File: config.mk
export PLATFORM = sky130hd
export DESIGN_NAME = timer_counter_zero
export DESIGN_NICKNAME = d
export VERILOG_FILES = /design/src/verilog/pin_sync.v /design/src/verilog/timer_counter_zero.v
export VERILOG_INCLUDE_DIRS = /design/src /design/src/verilog
export SDC_FILE = /design/constraint.sdc
export NUM_CORES = 1
export LEC_CHECK = 0
export ABC_CLOCK_PERIOD_IN_PS = 2300
export BUFFER_PORTS_ARGS = -buffer_cell sky130_fd_sc_hd__buf_2
export CORE_MARGIN = 5
export CORE_UTILIZATION = 50
export DETAILED_ROUTE_END_ITERATION = 10
export PLACE_DENSITY_LB_ADDON = 0.05
export SYNTH_ARGS = -nofsm -noshare
export SYNTH_HDL_FRONTEND = slang
export SYNTH_SLANG_ARGS = --single-unit
File: constraint.sdc
create_clock -name aclk -period 2.3 [get_ports aclk]
set_input_delay 0.115 -clock aclk [delete_from_list [all_inputs] [get_ports aclk]]
set_output_delay 0.115 -clock aclk [all_outputs]
set_load 0.005 [all_outputs]
File: src/verilog/timer_zero_map.vh
`ifndef TIMER_ZERO_MAP_VH
`define TIMER_ZERO_MAP_VH
// ==========================================================
// Register byte addresses
`define ADDR_MODE        4'h0
`define ADDR_CONTROL     4'h4
`define ADDR_COUNT_LOW   4'h8
`define ADDR_COUNT_HIGH  4'hc
// ==========================================================
// Mode register fields (lower nibble)
`define MODE_SEL_LSB     0
`define MODE_SEL_MSB     1
`define MODE_CNT_BIT     2
`define MODE_GATE_BIT    3
// ==========================================================
// Control register fields
`define CTRL_INT_TYPE    0
`define CTRL_INT_FLAG    1
`define CTRL_RUN0        4
`define CTRL_OVF0        5
`define CTRL_RUN1        6
`define CTRL_OVF1        7
// ==========================================================
// Mode codes
`define MODE_13BIT       2'h0
`define MODE_16BIT       2'h1
`define MODE_RELOAD      2'h2
`define MODE_SPLIT       2'h3
// ==========================================================
// Reset values, timing and bus response codes
`define RST_BYTE         8'h00
`define PER_CLKS         6
`define PRESCALE_MASK    8'h1f
`define AXI_OKAY         2'h0
`define AXI_SLVERR       2'h2
`endif

File: src/verilog/pin_sync.v
// ==========================================================
// Two-flop synchroniser for one asynchronous pin
module pin_sync (
  input  wire aclk,
  input  wire aresetn,
  input  wire ce,
  input  wire din,
  output reg  dout_ff
);
  reg meta_ff;

  always @(posedge aclk) begin
    if (!aresetn) begin
      meta_ff <= 1'b0;
      dout_ff <= 1'b0;
    end else if (ce) begin
      meta_ff <= din;
      dout_ff <= meta_ff;
    end
  end
endmodule // pin_sync

File: src/verilog/timer_counter_zero.v
`include "timer_zero_map.vh"

module timer_counter_zero #(
  parameter PER_DIV = `PER_CLKS
) (
  input  wire        aclk,
  input  wire        aresetn,
  input  wire        ce,
  input  wire        count_pin,
  input  wire        gate_pin_zero,
  input  wire        int_ack_zero,
  input  wire        int_ack_one,
  input  wire [3:0]  s_axi_awaddr,
  input  wire        s_axi_awvalid,
  output reg         s_axi_awready,
  input  wire [31:0] s_axi_wdata,
  input  wire [3:0]  s_axi_wstrb,
  input  wire        s_axi_wvalid,
  output reg         s_axi_wready,
  output reg  [1:0]  s_axi_bresp,
  output reg         s_axi_bvalid,
  input  wire        s_axi_bready,
  input  wire [3:0]  s_axi_araddr,
  input  wire        s_axi_arvalid,
  output reg         s_axi_arready,
  output reg  [31:0] s_axi_rdata,
  output reg  [1:0]  s_axi_rresp,
  output reg         s_axi_rvalid,
  input  wire        s_axi_rready,
  output reg         irq_zero_ff,
  output reg         irq_one_ff
);
  // ==========================================================
  // Registers
  reg [7:0] timer_mode_reg;
  reg [7:0] timer_control_reg;
  reg [7:0] count_low_byte;
  reg [7:0] count_high_byte;
  reg [2:0] div_ff;
  reg       cnt_prev_ff;
  reg       aw_ff;
  reg       w_ff;
  reg [3:0] awaddr_ff;
  reg [7:0] wbyte_ff;

  // Both pins share one synchroniser shape; bit 0 is the count pin
  wire [1:0] pin_raw = {gate_pin_zero, count_pin};
  wire [1:0] pin_safe;
  genvar     gi;

  generate
    for (gi = 0; gi < 2; gi = gi + 1) begin : g_pin
      pin_sync u_sync (
        .aclk    (aclk),
        .aresetn (aresetn),
        .ce      (ce),
        .din     (pin_raw[gi]),
        .dout_ff (pin_safe[gi])
      );
    end
  endgenerate

  wire count_sync = pin_safe[0];
  wire gate_sync  = pin_safe[1];

  // ==========================================================
  // Control decode
  wire [1:0] mode_sel  = timer_mode_reg[`MODE_SEL_MSB:`MODE_SEL_LSB];
  wire       cnt_sel   = timer_mode_reg[`MODE_CNT_BIT];
  wire       gate_sel  = timer_mode_reg[`MODE_GATE_BIT];
  wire       run_zero  = timer_control_reg[`CTRL_RUN0];
  wire       run_one   = timer_control_reg[`CTRL_RUN1];

  // Peripheral cycle strobe; the peripheral clock is aclk, so the
  // tick is aclk/6 which is osc/12 or osc/6 in double speed mode.
  wire per_tick = (div_ff == PER_DIV - 1);

  // A fall is seen only when consecutive per-cycle samples go 1 then 0,
  // so a full pulse takes two peripheral cycles to register.
  wire fall_tick = per_tick && cnt_prev_ff && !count_sync;

  // Gate pin only matters when gating is selected
  wire enable_zero = run_zero && (!gate_sel || gate_sync);
  wire inc_zero    = enable_zero && (cnt_sel ? fall_tick : per_tick);
  wire inc_one     = (mode_sel == `MODE_SPLIT) && run_one && per_tick;

  // ==========================================================
  // Counter next-state
  reg [7:0] nxt_low;
  reg [7:0] nxt_high;
  reg       ovf_zero;
  reg       ovf_one;

  always @* begin
    nxt_low  = count_low_byte;
    nxt_high = count_high_byte;
    ovf_zero = 1'b0;
    ovf_one  = 1'b0;
    if (inc_zero) begin
      case (mode_sel)
        `MODE_13BIT: begin
          // Upper three low bits are left as they were and carry no meaning
          nxt_low[4:0] = count_low_byte[4:0] + 5'h01;
          if (count_low_byte[4:0] == 5'h1f) begin
            nxt_high = count_high_byte + 8'h01;
            ovf_zero = (count_high_byte == 8'hff);
          end
        end
        `MODE_16BIT: begin
          nxt_low = count_low_byte + 8'h01;
          if (count_low_byte == 8'hff) begin
            nxt_high = count_high_byte + 8'h01;
            ovf_zero = (count_high_byte == 8'hff);
          end
        end
        `MODE_RELOAD: begin
          if (count_low_byte == 8'hff) begin
            nxt_low  = count_high_byte;
            ovf_zero = 1'b1;
          end else begin
            nxt_low = count_low_byte + 8'h01;
          end
        end
        `MODE_SPLIT: begin
          // High byte is handled below under the borrowed run bit
          nxt_low  = count_low_byte + 8'h01;
          ovf_zero = (count_low_byte == 8'hff);
        end
        default: begin
          nxt_low = count_low_byte;
        end
      endcase
    end
    if (inc_one) begin
      nxt_high = count_high_byte + 8'h01;
      ovf_one  = (count_high_byte == 8'hff);
    end
  end

  // ==========================================================
  // AXI4-Lite write path
  // Address and data are parked in either order; readies stay low until the
  // response is taken, which keeps exactly one write in flight.
  wire aw_take = s_axi_awvalid && s_axi_awready;
  wire w_take  = s_axi_wvalid && s_axi_wready;
  wire aw_have = aw_ff || aw_take;
  wire w_have  = w_ff || w_take;
  wire [3:0] wa = aw_take ? s_axi_awaddr : awaddr_ff;
  wire [7:0] wd = w_take ? s_axi_wdata[7:0] : wbyte_ff;
  wire       wl = w_take ? s_axi_wstrb[0] : 1'b1;
  wire do_wr   = aw_have && w_have && !s_axi_bvalid;
  wire wr_ok   = (wa == `ADDR_MODE) || (wa == `ADDR_CONTROL) ||
                 (wa == `ADDR_COUNT_LOW) || (wa == `ADDR_COUNT_HIGH);
  reg  wlane_ff;

  always @(posedge aclk) begin
    if (!aresetn) begin
      s_axi_awready <= 1'b1;
      s_axi_wready  <= 1'b1;
      s_axi_bvalid  <= 1'b0;
      s_axi_bresp   <= `AXI_OKAY;
      aw_ff         <= 1'b0;
      w_ff          <= 1'b0;
      awaddr_ff     <= 4'h0;
      wbyte_ff      <= `RST_BYTE;
      wlane_ff      <= 1'b0;
    end else if (ce) begin
      if (aw_take) begin
        awaddr_ff <= s_axi_awaddr;
      end
      if (w_take) begin
        wbyte_ff <= s_axi_wdata[7:0];
        wlane_ff <= s_axi_wstrb[0];
      end
      if (do_wr) begin
        aw_ff         <= 1'b0;
        w_ff          <= 1'b0;
        s_axi_awready <= 1'b0;
        s_axi_wready  <= 1'b0;
        s_axi_bvalid  <= 1'b1;
        s_axi_bresp   <= wr_ok ? `AXI_OKAY : `AXI_SLVERR;
      end else begin
        if (aw_take) begin
          aw_ff         <= 1'b1;
          s_axi_awready <= 1'b0;
        end
        if (w_take) begin
          w_ff         <= 1'b1;
          s_axi_wready <= 1'b0;
        end
      end
      if (s_axi_bvalid && s_axi_bready) begin
        s_axi_bvalid  <= 1'b0;
        s_axi_awready <= 1'b1;
        s_axi_wready  <= 1'b1;
      end
    end
  end

  wire lane0 = w_take ? wl : wlane_ff;
  wire wr_en = do_wr && lane0;

  // ==========================================================
  // Timer state; software writes win over counting in the same cycle,
  // but flag sets beat software clears.
  always @(posedge aclk) begin
    if (!aresetn) begin
      timer_mode_reg    <= `RST_BYTE;
      timer_control_reg <= `RST_BYTE;
      count_low_byte    <= `RST_BYTE;
      count_high_byte   <= `RST_BYTE;
      div_ff            <= 3'h0;
      cnt_prev_ff       <= 1'b0;
      irq_zero_ff       <= 1'b0;
      irq_one_ff        <= 1'b0;
    end else if (ce) begin
      // Divider free-runs regardless of run, so tick phase never follows software
      div_ff <= per_tick ? 3'h0 : div_ff + 3'h1;
      if (per_tick) begin
        cnt_prev_ff <= count_sync;
      end
      // Run bit never touches the count bytes
      count_low_byte  <= (wr_en && wa == `ADDR_COUNT_LOW) ? wd : nxt_low;
      count_high_byte <= (wr_en && wa == `ADDR_COUNT_HIGH) ? wd : nxt_high;
      if (wr_en && wa == `ADDR_MODE) begin
        timer_mode_reg <= wd;
      end
      if (wr_en && wa == `ADDR_CONTROL) begin
        timer_control_reg <= wd;
      end
      if (int_ack_zero && !ovf_zero) begin
        timer_control_reg[`CTRL_OVF0] <= 1'b0;
      end
      if (int_ack_one && !ovf_one) begin
        timer_control_reg[`CTRL_OVF1] <= 1'b0;
      end
      // Sets come last so an overflow beside an acknowledge or a clear is kept
      if (ovf_zero) begin
        timer_control_reg[`CTRL_OVF0] <= 1'b1;
      end
      if (ovf_one) begin
        timer_control_reg[`CTRL_OVF1] <= 1'b1;
      end
      irq_zero_ff <= timer_control_reg[`CTRL_OVF0];
      irq_one_ff  <= timer_control_reg[`CTRL_OVF1];
    end
  end

  // ==========================================================
  // AXI4-Lite read path
  // Count bytes are read live; a running 16-bit count can tear between the two
  // byte reads, so software should stop the timer or re-read the high byte.
  always @(posedge aclk) begin
    if (!aresetn) begin
      s_axi_arready <= 1'b1;
      s_axi_rvalid  <= 1'b0;
      s_axi_rdata   <= 32'h00000000;
      s_axi_rresp   <= `AXI_OKAY;
    end else if (ce) begin
      if (s_axi_arvalid && s_axi_arready) begin
        s_axi_arready <= 1'b0;
        s_axi_rvalid  <= 1'b1;
        s_axi_rresp   <= `AXI_OKAY;
        case (s_axi_araddr)
          `ADDR_MODE:       s_axi_rdata <= {24'h000000, timer_mode_reg};
          `ADDR_CONTROL:    s_axi_rdata <= {24'h000000, timer_control_reg};
          `ADDR_COUNT_LOW:  s_axi_rdata <= {24'h000000, count_low_byte};
          `ADDR_COUNT_HIGH: s_axi_rdata <= {24'h000000, count_high_byte};
          default: begin
            s_axi_rdata <= 32'h00000000;
            s_axi_rresp <= `AXI_SLVERR;
          end
        endcase
      end else if (s_axi_rvalid && s_axi_rready) begin
        s_axi_rvalid  <= 1'b0;
        s_axi_arready <= 1'b1;
      end
    end
  end
endmodule // timer_counter_zero

==> metrics.yaml <==
vdd_drop_max_mv: 0.280
routed_wl_um: 9810
finalSetupViolCount: 0
path_cells: "and2_4, o21ai_2, or4_1, buf_4, nor3_1, a21oi_1, a21oi_1"
synth-edff-count: 0
holdWs_ns: 0.0111
stdcell_area_um2: 4380
grt_use_total: 0.204
ys.flop_type: "dfxtp_1"
syn_to_final_growth_pct: 11.5
syn_area_per_cell_um2: 8.62
path_delay_family: "simple AND/OR/NAND/NOR gates"
via_count: 3405
die_h_um: 98.7
critPathKind: "flip-flop to flip-flop"
hold_viol: 0
path_max_fanout: 11
worst_slack_ns: 0.174
drt-met1-wl_um: 4420
initial_core_util: 0.511
cts_buffers: 9
fmax_ghz: 0.470
clockBufferDepth: 2
cts_root_buffer: "clkbuf_8"
skew_ns: 0.00950
cts_tree: "yes"
cpMostUsedCell: "a21oi_1"
ios: 99
leakagePower_nw: 1.79
p_switching_mw: 0.740
antenna_found_initial: 0
drive_gt1_frac: 0.213
p_per_area_nw_per_um2: 580
finalCritPeriodShare: 0.924
clk_latency_ns: 0.34
via_per_inst: 5.60
maxSlewViolCount: 0
row_count: 32
rsz0062_at_grt: "false"
start_kind: "flip-flop"
grt_pass1_vias: 3163
antennaDiodeCount: 0
synthCells: 456
hold_path.class: "primary input to flip-flop"
ys_async_sr_fraction: 0
drc_errors: 0
final_core_util: 0.570
synth_seq_cells: 72
final_common_cell: "dfxtp_1"
place_area_um2: 4150
p_clk_frac: 0.363
p_seq_frac: 0.514
ys_seq_area_frac: 0.367
ant_nets: 0
dr_wl_met2_um: 4590
p_int_mw: 1.80
top_layer: "met4"
grt_pass1_wl_um: 16200
routed-wl-met3_um: 594
outcome: "finished, final reports clean"
place_congestion: 0.839
dp_slack_ns: 0.127
tns_ns: 0
dp_hpwl_um: 7180
crit_buf_inv: 1
end_kind: "flip-flop"
synth_cell_type_count: 63
slowest_stage: "or4_1"
avgRoutedWirePerCell_um: 16.1
drt_iter0_drc: 288
cts_max_level: 3
worst_ep_required_time_ns: 2.57
portBuffers: 45
min_period_ns: 2.13
tightest_slew_ns: 0.631
fill_cells: 742
maxCapViolations: 0
nNetsFinal: 560
dieArea_um2: 9740
power.share.combinational: 0.123
synth_warnings: 0
cp.arrival_ns: 2.39
clkTransAtPathRegs_ns: 0.08
core_area_um2: 7690
gr-total-overflow: 0
max_stage_delay_ns: 0.61
swShare: 0.291
dr.pass1.iters: 5
fp.dieW_um: 98.7
cts_sinks: 72
slew_headroom: 0.567
grt_max_degree: 55
syn_area_um2: 3930
layout_common_cells: "72 x dfxtp_1, 57 x nor2_1, 45 x buf_2"
## timing repair
item | 4_1_cts | 5_1_grt
buffers inserted | 0 | 0
resized for setup | 0 | 2
hold buffers | 4 | 0
hold endpoints to repair | 4 | 0
setup endpoints to repair | 0 | 4
## final cells by class
| class | count | area (µm²) | area share |
|---|---|---|---|
| Multi-Input combinational cell | 344 | 2220 | 0.506 |
| Sequential cell | 72 | 1440 | 0.329 |
| Timing Repair Buffer | 65 | 385 | 0.0879 |
| Tap cell | 102 | 128 | 0.0291 |
| Clock buffer | 9 | 124 | 0.0283 |
| Clock inverter | 7 | 52.6 | 0.0120 |
| Inverter | 9 | 33.8 | 0.00771 |
## tightest hold or removal path, cell delays in order
cell and delay (ns):
buf_2 0.10, nand2_1 0.05, a21oi_1 0.05
## Yosys cell counts (5+ instances only)
cell type / number / area (µm²)
clkbuf_1: 16 / 60.1
a31oi_1: 8 / 50.1
a31o_2: 5 / 43.8
a21oi_1: 38 / 190
mux2i_1: 27 / 270
a211oi_1: 9 / 67.6
nand3_1: 18 / 90.1
nor2_1: 57 / 214
a22oi_1: 8 / 60.1
dfxtp_1: 72 / 1440
buf_4: 27 / 203
o21ai_0: 7 / 35.0
and3_1: 5 / 31.3
nor3_1: 10 / 50.1
buf_2: 6 / 30.0
mux4_2: 8 / 180
nand2_1: 41 / 154
o21ai_1: 8 / 40.0
inv_1: 8 / 30.0
## metrics by stage
| step | cells | power [mW] |
|---|---|---|
| finish | 608 | 2.54 |
| CTS | 608 | 2.57 |
| detailed placement | 588 | 1.64 |
| floorplan | 481 | 1.58 |
| global route | 608 | 2.67 |
| global placement | 588 | 1.64 |
## cell families (layout without fill, tap and decap cells)
| family | count (synthesis) | in the layout | synth area share |
|---|---|---|---|
| buf+inv | 65 | 90 | 0.0974 |
| xor+xnor | 3 | 3 | 0.00668 |
| mux | 39 | 39 | 0.126 |
| other cells | 1 | 26 | 0.000954 |
| compound gates | 112 | 112 | 0.193 |
| flops | 72 | 72 | 0.367 |
| fa+ha+maj | 3 | 3 | 0.00955 |
| simple gates | 161 | 161 | 0.200 |
## routing by layer
metal	up-vias	GRT usage
li1	1685	-
met1	1590	0.278
met2	115	0.322
met3	15	0.0382
met4	0	0.0798
met5	-	0
## power by group through the flow
stage          Sequential, mW  Clock, mW  Combinational (mW)
2_1_floorplan            1.33          0               0.249
3_3_place_gp             1.34          0               0.303
3_5_place_dp             1.34          0               0.307
4_1_cts                  1.31      0.948               0.313
5_1_grt                  1.31       1.01               0.349
6_report                 1.31      0.923               0.313
## final timing paths
path | cells after the start | slack (ns) | start | to
setup / recovery | 7 | 0.17 | s_axi_awready | count_high_byte[7]
hold / removal | 3 | 0.01 | s_axi_wdata[7] | wbyte_ff[7]
setup reg to reg | 7 | 0.17 | s_axi_awready | count_high_byte[7]
hold reg to reg | 2 | 0.46 | wbyte_ff[0] | wbyte_ff[0]
Power figures use the tool's default switching activity.
